--- config.mk ---
export PLATFORM = sky130hd
export DESIGN_NAME = tlc_regs
export DESIGN_NICKNAME = d
export VERILOG_FILES = /design/src/hw/tlc_pkg.sv /design/src/hw/tlc_lane_bank.sv /design/src/hw/tlc_cfg_mbox.sv /design/src/hw/tlc_regs.sv
export VERILOG_INCLUDE_DIRS = /design/src /design/src/hw
export SDC_FILE = /design/constraint.sdc
export NUM_CORES = 1
export LEC_CHECK = 0
export ABC_CLOCK_PERIOD_IN_PS = 2900
export BUFFER_PORTS_ARGS = -buffer_cell sky130_fd_sc_hd__clkbuf_2
export CAP_MARGIN = 20
export CORE_MARGIN = 2
export CORE_UTILIZATION = 45
export DETAILED_ROUTE_END_ITERATION = 12
export GPL_TIMING_DRIVEN = 1
export PLACE_DENSITY = 0.68
export SLEW_MARGIN = 30
export SYNTH_ARGS = -nofsm -noshare
export SYNTH_HDL_FRONTEND = slang
export SYNTH_SLANG_ARGS = --single-unit
--- constraint.sdc ---
create_clock -name i_mclk -period 2.9 [get_ports i_mclk]
set_input_delay 0.29 -clock i_mclk [delete_from_list [all_inputs] [get_ports i_mclk]]
set_output_delay 0.29 -clock i_mclk [all_outputs]
set_load 0.03 [all_outputs]
--- src/hw/tlc_cfg.svh ---
// tlc_cfg.svh: offsets, field widths, reset values and timing counts
// for the lane control register block; included by its bare name.
`ifndef TLC_CFG_SVH
`define TLC_CFG_SVH

// ****************************************
// register offsets (byte addresses)
// ****************************************
`define TLC_OFS_SEL_B1 12'h400
`define TLC_OFS_POST 12'h414
`define TLC_OFS_PRE 12'h418
`define TLC_OFS_LOOP 12'h41c
`define TLC_OFS_SEL_B2 12'h500
`define TLC_OFS_PWR 12'h504
`define TLC_OFS_SWING 12'h508
`define TLC_OFS_BLOCK 12'h50c
`define TLC_OFS_TXINV 12'h510
`define TLC_OFS_SEL_B3 12'h600
`define TLC_OFS_RXINV 12'h604
`define TLC_OFS_MB_SEL 12'h200
`define TLC_OFS_MB_ADDR 12'h204
`define TLC_OFS_MB_WDATA 12'h208
`define TLC_OFS_MB_RDATA 12'h20c
`define TLC_OFS_MB_STAT 12'h214

// ****************************************
// field positions and widths
// ****************************************
`define TLC_W_EMPH 5
`define TLC_W_LOOP 3
`define TLC_W_PWR 2
`define TLC_W_SWING 4
`define TLC_W_SEL 8
`define TLC_BIT_MB_WR 31
`define TLC_BIT_MB_RD 30
`define TLC_W_CFG_DATA 16

// ****************************************
// reset values
// ****************************************
`define TLC_RST_SEL 8'h00
`define TLC_RST_MB_ADDR 32'h0000_0000
`define TLC_RST_MB_DATA 16'h0000

// ****************************************
// loopback codes, power states
// ****************************************
`define TLC_LOOP_NORMAL 3'h0
`define TLC_LOOP_NE_PCS 3'h1
`define TLC_LOOP_NE_PMA 3'h2
`define TLC_LOOP_FE_PMA 3'h4
`define TLC_LOOP_FE_PCS 3'h6
`define TLC_PWR_NORMAL 2'h0
`define TLC_PWR_LOWEST 2'h3
`define TLC_PRE_SATURATE 5'h14

// ****************************************
// config-port divider fields and encodings
// ****************************************
`define TLC_CFG_TXOUT_ADDR 16'h007c
`define TLC_CFG_TXOUT_MSB 10
`define TLC_CFG_TXOUT_LSB 8
`define TLC_CFG_RXOUT_ADDR 16'h0063
`define TLC_CFG_RXOUT_MSB 2
`define TLC_CFG_RXOUT_LSB 0
`define TLC_CFG_PLLA_FB_ADDR 16'h0014
`define TLC_CFG_PLLB_FB_ADDR 16'h0094
`define TLC_CFG_PLLA_REF_ADDR 16'h0018
`define TLC_CFG_PLLB_REF_ADDR 16'h0098
`define TLC_CFG_REF_MSB 11
`define TLC_CFG_REF_LSB 7
`define TLC_CFG_REF_DIV1_CODE 5'h10
`define TLC_CFG_FB_OFFSET 8'h02

// ****************************************
// timing counts
// ****************************************
`define TLC_BANK_WAIT 3'h3
`define TLC_PLAIN_WAIT 3'h0

`endif

--- src/hw/tlc_pkg.sv ---
// tlc_pkg: types shared by the lane control register block.
// assumes tlc_cfg.svh is on the include path.
package tlc_pkg;
  typedef logic [11:0] tlc_addr_t;
  typedef logic [31:0] tlc_word_t;
  typedef logic [7:0] tlc_sel_t;
  typedef enum logic [0:0] {
    TLC_IDLE = 1'b0,
    TLC_WAIT = 1'b1
  } tlc_state_t;
endpackage

--- src/hw/tlc_lane_bank.sv ---
// tlc_lane_bank: one control field held separately for every lane.
// assumes writes arrive as one-cycle strobes on the same clock.
`timescale 1ns/1ps
`default_nettype none
module tlc_lane_bank #(
  parameter int NLANES = 4,
  parameter int W = 5
) (
  // clock and reset
  input wire logic i_mclk,
  input wire logic i_nrst,
  // write strobe, lane index, data
  input wire logic i_we,
  input wire logic [7:0] i_idx,
  input wire logic [W-1:0] i_wdata,
  // per-lane values and selected lane readback
  output logic [NLANES*W-1:0] o_vec,
  output logic [W-1:0] o_sel_val
);
  import tlc_pkg::*;

  // ****************************************
  // per-lane storage
  // ****************************************
  genvar g;
  generate
    for (g = 0; g < NLANES; g++) begin : g_lane
      logic [W-1:0] val_r;
      wire hit = i_we && (i_idx == 8'(g));
      // only the indexed lane takes the write
      always_ff @(posedge i_mclk or negedge i_nrst) begin
        if (!i_nrst) begin
          val_r <= '0;
        end else if (hit) begin
          val_r <= i_wdata;
        end
      end
      assign o_vec[g*W +: W] = val_r;
    end
  endgenerate

  // selected lane readback, zero when index is out of range
  assign o_sel_val = (i_idx < 8'(NLANES)) ? o_vec[i_idx*W +: W] : '0;
endmodule
`default_nettype wire

--- src/hw/tlc_cfg_mbox.sv ---
// tlc_cfg_mbox: mailbox into the lanes' dynamic config port.
// assumes the config port runs on i_mclk and answers with a ready pulse.
`timescale 1ns/1ps
`default_nettype none
`include "tlc_cfg.svh"
module tlc_cfg_mbox #(
  parameter int CFG_AW = 10
) (
  // clock and reset
  input wire logic i_mclk,
  input wire logic i_nrst,
  // register writes from the bus side
  input wire logic i_we_sel,
  input wire logic i_we_addr,
  input wire logic i_we_data,
  input wire tlc_pkg::tlc_word_t i_wdata,
  // register readback
  output tlc_pkg::tlc_sel_t o_sel,
  output tlc_pkg::tlc_word_t o_addr_word,
  output logic [15:0] o_wdata,
  output logic [15:0] o_rdata,
  output logic o_busy,
  output logic o_is_write,
  // config port
  output logic o_cfg_en,
  output logic o_cfg_we,
  output logic [CFG_AW-1:0] o_cfg_addr,
  output logic [15:0] o_cfg_wdata,
  output tlc_pkg::tlc_sel_t o_cfg_lane,
  input wire logic i_cfg_rdy,
  input wire logic [15:0] i_cfg_rdata
);
  import tlc_pkg::*;

  logic [29:0] addr_r;
  logic [1:0] flag_r;
  logic en_r;
  logic busy_r;
  logic type_r;
  logic [15:0] wd_r;
  logic [15:0] rd_r;
  tlc_sel_t sel_r;

  // ****************************************
  // start decode
  // ****************************************
  wire want_wr = i_wdata[`TLC_BIT_MB_WR];
  wire want_rd = i_wdata[`TLC_BIT_MB_RD];
  wire start = i_we_addr && (want_wr ^ want_rd) && !busy_r;
  wire [1:0] flag_nxt = (want_wr && want_rd) ? 2'h0 : {want_wr, want_rd};

  // address, data and select registers
  always_ff @(posedge i_mclk or negedge i_nrst) begin
    if (!i_nrst) begin
      addr_r <= 30'h0;
      flag_r <= 2'h0;
      wd_r <= `TLC_RST_MB_DATA;
      sel_r <= `TLC_RST_SEL;
    end else begin
      if (i_we_addr) begin
        addr_r <= i_wdata[29:0];
        flag_r <= flag_nxt; // both set reads back as zero
      end
      if (i_we_data) begin
        wd_r <= i_wdata[15:0];
      end
      if (i_we_sel) begin
        sel_r <= i_wdata[7:0];
      end
    end
  end

  // access sequencing: strobe once, busy until the port answers
  always_ff @(posedge i_mclk or negedge i_nrst) begin
    if (!i_nrst) begin
      en_r <= 1'b0;
      busy_r <= 1'b0;
      type_r <= 1'b0;
      rd_r <= `TLC_RST_MB_DATA;
    end else begin
      en_r <= start;
      if (start) begin
        busy_r <= 1'b1;
        type_r <= want_wr;
      end else if (busy_r && i_cfg_rdy && !en_r) begin
        busy_r <= 1'b0;
        if (!type_r) begin
          rd_r <= i_cfg_rdata;
        end
      end
    end
  end

  assign o_sel = sel_r;
  assign o_addr_word = {flag_r, addr_r};
  assign o_wdata = wd_r;
  assign o_rdata = rd_r;
  assign o_busy = busy_r;
  assign o_is_write = type_r;
  assign o_cfg_en = en_r;
  assign o_cfg_we = en_r && type_r;
  assign o_cfg_addr = addr_r[CFG_AW-1:0]; // full port address reach
  assign o_cfg_wdata = wd_r;
  assign o_cfg_lane = sel_r;
endmodule
`default_nettype wire

--- src/hw/tlc_regs.sv ---
// tlc_regs: per-lane transceiver control register bank with config mailbox.
// assumes a single-clock register port: one-cycle read or write strobes,
// answered later by a one-cycle acknowledge carrying the read data.
//
// Notes on behaviour
// - loopback code per lane: 000 normal, 001/010 near-end, 100/110 far-end.
// - bank two and three selects hold an eight-bit lane index.
// - two-bit transmit power state held per lane, written to the bank two selected lane; 00 normal, 11 lowest.
// - four-bit swing code forwarded per lane, resets to zero.
// - five-bit post-emphasis held per lane, resets to zero, forwarded.
// - five-bit pre-emphasis forwarded; codes twenty and up saturate downstream.
// - output block bit forwarded so the lane silences its serial output.
// - transmit invert bit forwarded to flip outgoing polarity.
// - receive invert bit forwarded to flip incoming polarity.
// - mailbox reaches every config port address.
// - output dividers at 007C[10:8] and 0063[2:0], ratios coded 0 to 4.
// - feedback divider coded ratio minus two; reference ratio 1 coded 16.
// - three banks with own selects; bank accesses take longer to finish.
// - address bit 31 starts write, bit 30 read, both set ignored.
`timescale 1ns/1ps
`default_nettype none
`include "tlc_cfg.svh"
module tlc_regs #(
  parameter int NLANES = 4,
  parameter int CFG_AW = 10
) (
  // clock and reset
  input wire logic i_mclk,
  input wire logic i_nrst,
  // register port
  input wire logic i_wr,
  input wire logic i_rd,
  input wire tlc_pkg::tlc_addr_t i_addr,
  input wire tlc_pkg::tlc_word_t i_wdata,
  output tlc_pkg::tlc_word_t o_rdata,
  output logic o_ack,
  output logic o_busy,
  // per-lane controls, lane n in slice n
  output logic [NLANES*5-1:0] o_tx_post_emphasis,
  output logic [NLANES*5-1:0] o_tx_pre_emphasis,
  output logic [NLANES*3-1:0] o_loopback,
  output logic [NLANES*2-1:0] o_tx_power_state,
  output logic [NLANES*4-1:0] o_tx_swing_code,
  output logic [NLANES-1:0] o_tx_output_block,
  output logic [NLANES-1:0] o_tx_invert,
  output logic [NLANES-1:0] o_rx_invert,
  // dynamic config port
  output logic o_cfg_en,
  output logic o_cfg_we,
  output logic [CFG_AW-1:0] o_cfg_addr,
  output logic [15:0] o_cfg_wdata,
  output tlc_pkg::tlc_sel_t o_cfg_lane,
  input wire logic i_cfg_rdy,
  input wire logic [15:0] i_cfg_rdata
);
  import tlc_pkg::*;

  // ****************************************
  // request tracking
  // ****************************************
  tlc_state_t state_r;
  tlc_state_t state_nxt;
  logic [2:0] cnt_r;
  logic [2:0] cnt_nxt;
  logic pend_wr_r;
  tlc_addr_t pend_addr_r;
  tlc_word_t pend_wdata_r;
  logic ack_r;
  tlc_word_t rdata_r;
  tlc_sel_t sel_b1_r;
  tlc_sel_t sel_b2_r;
  tlc_sel_t sel_b3_r;

  // bank registers sit in the slow group
  wire in_bank = (i_addr >= `TLC_OFS_SEL_B1 && i_addr <= `TLC_OFS_LOOP) ||
                 (i_addr >= `TLC_OFS_SEL_B2 && i_addr <= `TLC_OFS_TXINV) ||
                 (i_addr == `TLC_OFS_SEL_B3) || (i_addr == `TLC_OFS_RXINV);
  wire idle = (state_r == TLC_IDLE);
  wire accept = idle && (i_wr || i_rd);
  wire done = (state_r == TLC_WAIT) && (cnt_r == 3'h0);
  wire do_wr = done && pend_wr_r;

  // next state and wait count
  always_comb begin
    state_nxt = state_r;
    cnt_nxt = cnt_r;
    case (state_r)
      TLC_IDLE: begin
        if (accept) begin
          state_nxt = TLC_WAIT;
          cnt_nxt = in_bank ? `TLC_BANK_WAIT : `TLC_PLAIN_WAIT;
        end
      end
      TLC_WAIT: begin
        if (cnt_r == 3'h0) begin
          state_nxt = TLC_IDLE;
        end else begin
          cnt_nxt = cnt_r - 3'h1;
        end
      end
      default: begin
        state_nxt = TLC_IDLE;
      end
    endcase
  end

  // request state registers
  always_ff @(posedge i_mclk or negedge i_nrst) begin
    if (!i_nrst) begin
      state_r <= TLC_IDLE;
      cnt_r <= 3'h0;
      ack_r <= 1'b0;
    end else begin
      state_r <= state_nxt;
      cnt_r <= cnt_nxt;
      ack_r <= done;
    end
  end

  // capture of the accepted request; write wins over read
  always_ff @(posedge i_mclk or negedge i_nrst) begin
    if (!i_nrst) begin
      pend_wr_r <= 1'b0;
      pend_addr_r <= 12'h000;
      pend_wdata_r <= 32'h0000_0000;
    end else if (accept) begin
      pend_wr_r <= i_wr;
      pend_addr_r <= i_addr;
      pend_wdata_r <= i_wdata;
    end
  end

  // ****************************************
  // write decode
  // ****************************************
  wire wr_sel1 = do_wr && (pend_addr_r == `TLC_OFS_SEL_B1);
  wire wr_sel2 = do_wr && (pend_addr_r == `TLC_OFS_SEL_B2);
  wire wr_sel3 = do_wr && (pend_addr_r == `TLC_OFS_SEL_B3);
  wire wr_post = do_wr && (pend_addr_r == `TLC_OFS_POST);
  wire wr_pre = do_wr && (pend_addr_r == `TLC_OFS_PRE);
  wire wr_loop = do_wr && (pend_addr_r == `TLC_OFS_LOOP);
  wire wr_pwr = do_wr && (pend_addr_r == `TLC_OFS_PWR);
  wire wr_swing = do_wr && (pend_addr_r == `TLC_OFS_SWING);
  wire wr_block = do_wr && (pend_addr_r == `TLC_OFS_BLOCK);
  wire wr_txinv = do_wr && (pend_addr_r == `TLC_OFS_TXINV);
  wire wr_rxinv = do_wr && (pend_addr_r == `TLC_OFS_RXINV);
  wire wr_mb_sel = do_wr && (pend_addr_r == `TLC_OFS_MB_SEL);
  wire wr_mb_addr = do_wr && (pend_addr_r == `TLC_OFS_MB_ADDR);
  wire wr_mb_data = do_wr && (pend_addr_r == `TLC_OFS_MB_WDATA);

  // bank select registers
  always_ff @(posedge i_mclk or negedge i_nrst) begin
    if (!i_nrst) begin
      sel_b1_r <= `TLC_RST_SEL;
      sel_b2_r <= `TLC_RST_SEL;
      sel_b3_r <= `TLC_RST_SEL;
    end else begin
      if (wr_sel1) sel_b1_r <= pend_wdata_r[7:0];
      if (wr_sel2) sel_b2_r <= pend_wdata_r[7:0];
      if (wr_sel3) sel_b3_r <= pend_wdata_r[7:0];
    end
  end

  // ****************************************
  // per-lane field banks
  // ****************************************
  logic [4:0] post_sel;
  logic [4:0] pre_sel;
  logic [2:0] loop_sel;
  logic [1:0] pwr_sel;
  logic [3:0] swing_sel;
  logic block_sel;
  logic txinv_sel;
  logic rxinv_sel;

  // bank one: emphasis and loopback
  tlc_lane_bank #(.NLANES(NLANES), .W(`TLC_W_EMPH)) u_post (
    .i_mclk(i_mclk), .i_nrst(i_nrst), .i_we(wr_post), .i_idx(sel_b1_r),
    .i_wdata(pend_wdata_r[4:0]), .o_vec(o_tx_post_emphasis), .o_sel_val(post_sel));
  tlc_lane_bank #(.NLANES(NLANES), .W(`TLC_W_EMPH)) u_pre (
    .i_mclk(i_mclk), .i_nrst(i_nrst), .i_we(wr_pre), .i_idx(sel_b1_r),
    .i_wdata(pend_wdata_r[4:0]), .o_vec(o_tx_pre_emphasis), .o_sel_val(pre_sel));
  tlc_lane_bank #(.NLANES(NLANES), .W(`TLC_W_LOOP)) u_loop (
    .i_mclk(i_mclk), .i_nrst(i_nrst), .i_we(wr_loop), .i_idx(sel_b1_r),
    .i_wdata(pend_wdata_r[2:0]), .o_vec(o_loopback), .o_sel_val(loop_sel));

  // bank two: power, swing, block, transmit invert
  tlc_lane_bank #(.NLANES(NLANES), .W(`TLC_W_PWR)) u_pwr (
    .i_mclk(i_mclk), .i_nrst(i_nrst), .i_we(wr_pwr), .i_idx(sel_b2_r),
    .i_wdata(pend_wdata_r[1:0]), .o_vec(o_tx_power_state), .o_sel_val(pwr_sel));
  tlc_lane_bank #(.NLANES(NLANES), .W(`TLC_W_SWING)) u_swing (
    .i_mclk(i_mclk), .i_nrst(i_nrst), .i_we(wr_swing), .i_idx(sel_b2_r),
    .i_wdata(pend_wdata_r[3:0]), .o_vec(o_tx_swing_code), .o_sel_val(swing_sel));
  tlc_lane_bank #(.NLANES(NLANES), .W(1)) u_block (
    .i_mclk(i_mclk), .i_nrst(i_nrst), .i_we(wr_block), .i_idx(sel_b2_r),
    .i_wdata(pend_wdata_r[0]), .o_vec(o_tx_output_block), .o_sel_val(block_sel));
  tlc_lane_bank #(.NLANES(NLANES), .W(1)) u_txinv (
    .i_mclk(i_mclk), .i_nrst(i_nrst), .i_we(wr_txinv), .i_idx(sel_b2_r),
    .i_wdata(pend_wdata_r[0]), .o_vec(o_tx_invert), .o_sel_val(txinv_sel));

  // bank three: receive invert
  tlc_lane_bank #(.NLANES(NLANES), .W(1)) u_rxinv (
    .i_mclk(i_mclk), .i_nrst(i_nrst), .i_we(wr_rxinv), .i_idx(sel_b3_r),
    .i_wdata(pend_wdata_r[0]), .o_vec(o_rx_invert), .o_sel_val(rxinv_sel));

  // ****************************************
  // config mailbox
  // ****************************************
  tlc_sel_t mb_sel;
  tlc_word_t mb_addr_word;
  logic [15:0] mb_wdata;
  logic [15:0] mb_rdata;
  logic mb_busy;
  logic mb_is_write;

  // config port access
  tlc_cfg_mbox #(.CFG_AW(CFG_AW)) u_mbox (
    .i_mclk(i_mclk), .i_nrst(i_nrst),
    .i_we_sel(wr_mb_sel), .i_we_addr(wr_mb_addr), .i_we_data(wr_mb_data),
    .i_wdata(pend_wdata_r),
    .o_sel(mb_sel), .o_addr_word(mb_addr_word), .o_wdata(mb_wdata),
    .o_rdata(mb_rdata), .o_busy(mb_busy), .o_is_write(mb_is_write),
    .o_cfg_en(o_cfg_en), .o_cfg_we(o_cfg_we), .o_cfg_addr(o_cfg_addr),
    .o_cfg_wdata(o_cfg_wdata), .o_cfg_lane(o_cfg_lane),
    .i_cfg_rdy(i_cfg_rdy), .i_cfg_rdata(i_cfg_rdata));

  // ****************************************
  // read mux
  // ****************************************
  wire [31:0] mb_stat = {29'h0, mb_busy && mb_is_write, 1'b0, mb_busy};
  // selected lane values, upper bits zero, unmapped reads zero
  wire [31:0] rd_mux =
    (pend_addr_r == `TLC_OFS_SEL_B1) ? {24'h0, sel_b1_r} :
    (pend_addr_r == `TLC_OFS_POST) ? {27'h0, post_sel} :
    (pend_addr_r == `TLC_OFS_PRE) ? {27'h0, pre_sel} :
    (pend_addr_r == `TLC_OFS_LOOP) ? {29'h0, loop_sel} :
    (pend_addr_r == `TLC_OFS_SEL_B2) ? {24'h0, sel_b2_r} :
    (pend_addr_r == `TLC_OFS_PWR) ? {30'h0, pwr_sel} :
    (pend_addr_r == `TLC_OFS_SWING) ? {28'h0, swing_sel} :
    (pend_addr_r == `TLC_OFS_BLOCK) ? {31'h0, block_sel} :
    (pend_addr_r == `TLC_OFS_TXINV) ? {31'h0, txinv_sel} :
    (pend_addr_r == `TLC_OFS_SEL_B3) ? {24'h0, sel_b3_r} :
    (pend_addr_r == `TLC_OFS_RXINV) ? {31'h0, rxinv_sel} :
    (pend_addr_r == `TLC_OFS_MB_SEL) ? {24'h0, mb_sel} :
    (pend_addr_r == `TLC_OFS_MB_ADDR) ? mb_addr_word :
    (pend_addr_r == `TLC_OFS_MB_WDATA) ? {16'h0, mb_wdata} :
    (pend_addr_r == `TLC_OFS_MB_RDATA) ? {16'h0, mb_rdata} :
    (pend_addr_r == `TLC_OFS_MB_STAT) ? mb_stat : 32'h0000_0000;

  // read data register, loaded at completion of a read
  always_ff @(posedge i_mclk or negedge i_nrst) begin
    if (!i_nrst) begin
      rdata_r <= 32'h0000_0000;
    end else if (done && !pend_wr_r) begin
      rdata_r <= rd_mux;
    end
  end

  assign o_rdata = rdata_r;
  assign o_ack = ack_r;
  assign o_busy = !idle;

  wire [NLANES*5-1:0] post_mask = {{(NLANES-1)*5{1'b0}}, 5'h1f} << (sel_b1_r * 5);
endmodule
`default_nettype wire

==> run_results.csv <==
group,metric,value,unit
die,io_pins,223,
critical_path,critPathRequiredTime,3330,ps
yosys,syn_area_per_cell,13.64,µm²
critical_path,slowest_delay,550,ps
global_routing,antenna_found_initial,0,
clock_network,hold_buffers,54,
global_routing,grtUsageMet3,5.177,%
power_and_ir_drop,p_per_area,726.3,nW/µm²
yosys,yosysTopAreaCell,"dfrtp_1",
critical_path,worstSetupStartpointType,"register",
clock_network,clk_transition_reported_paths,60,ps
sta,setup_viol,0,
power_and_ir_drop,finalPower,0.01123,W
placement,place_congestion,0.8954,
finish,fin_util,57.55,%
global_routing,gr-usage-met2,37.55,%
sta,max_slew_margin,43.11,%
yosys,synthesis.nets,971,
sta,fmax,379.2,MHz
power_and_ir_drop,p_leak,7.572,nW
yosys,netlist_instances,902,
yosys,synth.cell_area,12300,µm²
detailed_routing,routedWlPerCell,21.97,µm
job,drv_cap,0,
global_routing,grt-busiest-layer,"met2",
detailed_routing,via_per_inst,5.695,
critical_path,crit_chain,"nor4b_4 -> and3_1 -> and2_0 -> nand2_2 -> nor2_4 -> mux2_2",
sta,timing.final.crit_period,2637,ps
die,die_w,169.3,µm
die,die_height,169.3,µm
detailed_routing,firstDrtPassIters,7,
detailed_routing,vias,8747,
sta,setup_slack,262.8,ps
clock_network,clkLatencyLatePin,550,ps
clock_network,cts_max_path_buffers,3,
critical_path,cp.arrival,3070,ps
yosys,yosysUniqueCellTypes,66,
global_routing,grt_max_degree,104,
sta,worst-slew-pin-transition,853.4,ps
critical_path,worstSetupPathType,"register to register",
power_and_ir_drop,vdd_drop_max,0.7914,mV
sta,fin_worst_skew,10.50,ps
yosys,seq_area_frac_synth,54.72,%
sta,finalHoldViolCount,0,
critical_path,endpoint_kind,"register",
finish,area_delta_synth_final,25.73,%
critical_path,cp.buffers_inverters,0,
yosys,synth_edf_count,0,
die,rows,60,
clock_network,cts_tree,"built",
placement,placed_area,13810,µm²
finish,drive_gt1_share,50.21,%
finish,final_cell_area,15470,µm²
placement,numPortBuffers,222,
critical_path,path_delay_family,"simple AND/OR/NAND/NOR gates",
sta,tns,0,ps
clock_network,cts_resized,0,
finish,fin_nets,1243,
placement,pre_cts_ws,307.2,ps
clock_network,post_cts_buffers,0,
detailed_routing,drt_wl_total,33750,µm
yosys,ys_seq_elements,269,
yosys,async_flop_share,100.0,%
yosys,ys.flop_type,"dfrtp_1",
critical_path,cp_slowest_cell,"dfrtp_1",
clock_network,cts_root_buf,"clkbuf_16",
die,start_util,45.77,%
yosys,synth.area.top_cells,"dfrtp_1 55%, mux2_2 21%, mux4_2 4.2%",
global_routing,use_met1,32.94,%
min_path,holdCritPathClass,"input pin to register",
detailed_routing,postRouteAntennaNets,0,
yosys,ys_warn_count,0,
critical_path,crit_fanout,11,
global_routing,overflow,0,
placement,dpl.hpwl,23650,µm
finish,insertedDiodeCount,0,
yosys,yosysTopAreaCellShare,54.72,%
sta,report.final.slew_viol_count,0,
global_routing,grt_pass1_vias,9069,
detailed_routing,drc,0,
detailed_routing,drtIter0Drc,580,
clock_network,cts_htree_levels,1,
sta,min_period_over_period,90.94,%
global_routing,grt_pass1_wl,52750,µm
run_status,status,"completed",
global_routing,grt_util_all_layers,23.65,%
die,dieArea,28680,µm²
clock_network,cts_buffers,30,
die,coreArea,26880,µm²
clock_network,cts.sinks,269,
sta,rsz0062_at_grt,"false",
==> metal layers <==
metal / up-vias / wire (µm)
li1: 3861 / -
met1: 4489 / 14810
met2: 327 / 15600
met3: 70 / 2360
met4: 0 / 982
met5: - / 0
==> cell usage after synthesis, types with 10 or more instances <==
master	n
nand3_1	21
mux2_2	227
nor2_1	32
a21oi_1	13
clkbuf_1	30
buf_4	25
and3_1	10
dfrtp_1	269
a22oi_1	10
mux4_2	23
a22o_1	21
nand2_1	33
inv_1	11
buf_2	16
o21ai_0	22
==> cell usage in the layout (no fill, tap or decap), types with 6 or more instances in the layout <==
cell / count
clkbuf_2: 221
inv_1: 11
nand2b_1: 9
nand2_1: 33
and3_1: 10
dfrtp_1: 268
dlygate4sd3_1: 54
mux4_2: 23
buf_4: 33
nand3_1: 21
nor2_1: 32
bufinv_16: 8
a22o_1: 21
a22oi_1: 10
mux2_2: 227
clkbuf_16: 31
nor2_2: 6
a31oi_1: 6
o21ai_0: 22
a21oi_1: 13
nor3_1: 8
a222oi_1: 6
nor2_4: 7
==> area by class of cell <==
type                            count  area, µm²
Inverter                           11      41.29
Sequential cell                   269       6733
Timing Repair Buffer              313       1989
Multi-Input combinational cell    549       5164
Clock buffer                       38      832.0
Clock inverter                     15      281.5
Tap cell                          341      426.7
Fill cell                        2194      11410
==> cell families (layout without fill, tap and decap cells) <==
logic type / count (synthesis) / count (layout) / synth area share, %
buffers and inverters: 84 / 377 / 3.499
DFF: 269 / 269 / 54.72
and+or+nand+nor: 185 / 185 / 9.774
muxes: 256 / 256 / 25.50
adders and majority gates: 4 / 4 / 0.4069
AOI/OAI and AO/OA: 104 / 104 / 6.103
==> where the power goes <==
part | internal (W) | switching [W]
registers | 0.00417 | 0.000688
logic | 0.000925 | 0.00119
clock network | 0.00272 | 0.00154
==> registers in the layout, indices dropped and copies added (netlist names), 4 cells and up <==
register / count
u_pre.g_lane.val_r: 20
sel_b2_r: 8
sel_b1_r: 8
u_post.g_lane.val_r: 20
u_rxinv.g_lane.val_r: 4
u_mbox.o_cfg_wdata: 16
u_swing.g_lane.val_r: 16
u_loop.g_lane.val_r: 12
u_mbox.o_rdata: 16
o_rdata: 32
pend_addr_r: 12
u_mbox.addr_r: 30
u_txinv.g_lane.val_r: 4
u_pwr.g_lane.val_r: 8
u_block.g_lane.val_r: 4
pend_wdata_r: 32
sel_b3_r: 8
u_mbox.o_cfg_lane: 8
==> worst reg2reg max path: stages (launching register included) <==
cell and delay, ps:
dfrtp_1 550, nor4b_4 380, and3_1 310, and2_0 460, nand2_2 220, nor2_4 230
mux2_2 360
==> stage by stage <==
stage | hold WS [ps] | cells
6_report | 25.84 | 1536
5_1_grt | 11.12 | 1536
4_1_cts | 15.06 | 1536
3_5_place_dp | 408.8 | 1429
3_3_place_gp | 412.1 | 1429
2_1_floorplan | -5.591 | 902
==> worst paths after layout <==
check	start	end	slack (ps)	cells past startpoint
setup reg to reg	pend_addr_r[10]	u_post.g_lane[1].val_r[4]	260	6
hold reg to reg	u_mbox.addr_r[20]	o_rdata[20]	480	1
hold / removal	i_addr[0]	pend_addr_r[0]	30	2
setup / recovery	pend_addr_r[10]	u_post.g_lane[1].val_r[4]	260	6
max in group asynchronous	i_nrst	u_mbox.addr_r[19]	1620	3
min in group asynchronous	i_nrst	pend_wdata_r[0]	390	2
Power figures use the tool's default switching activity.
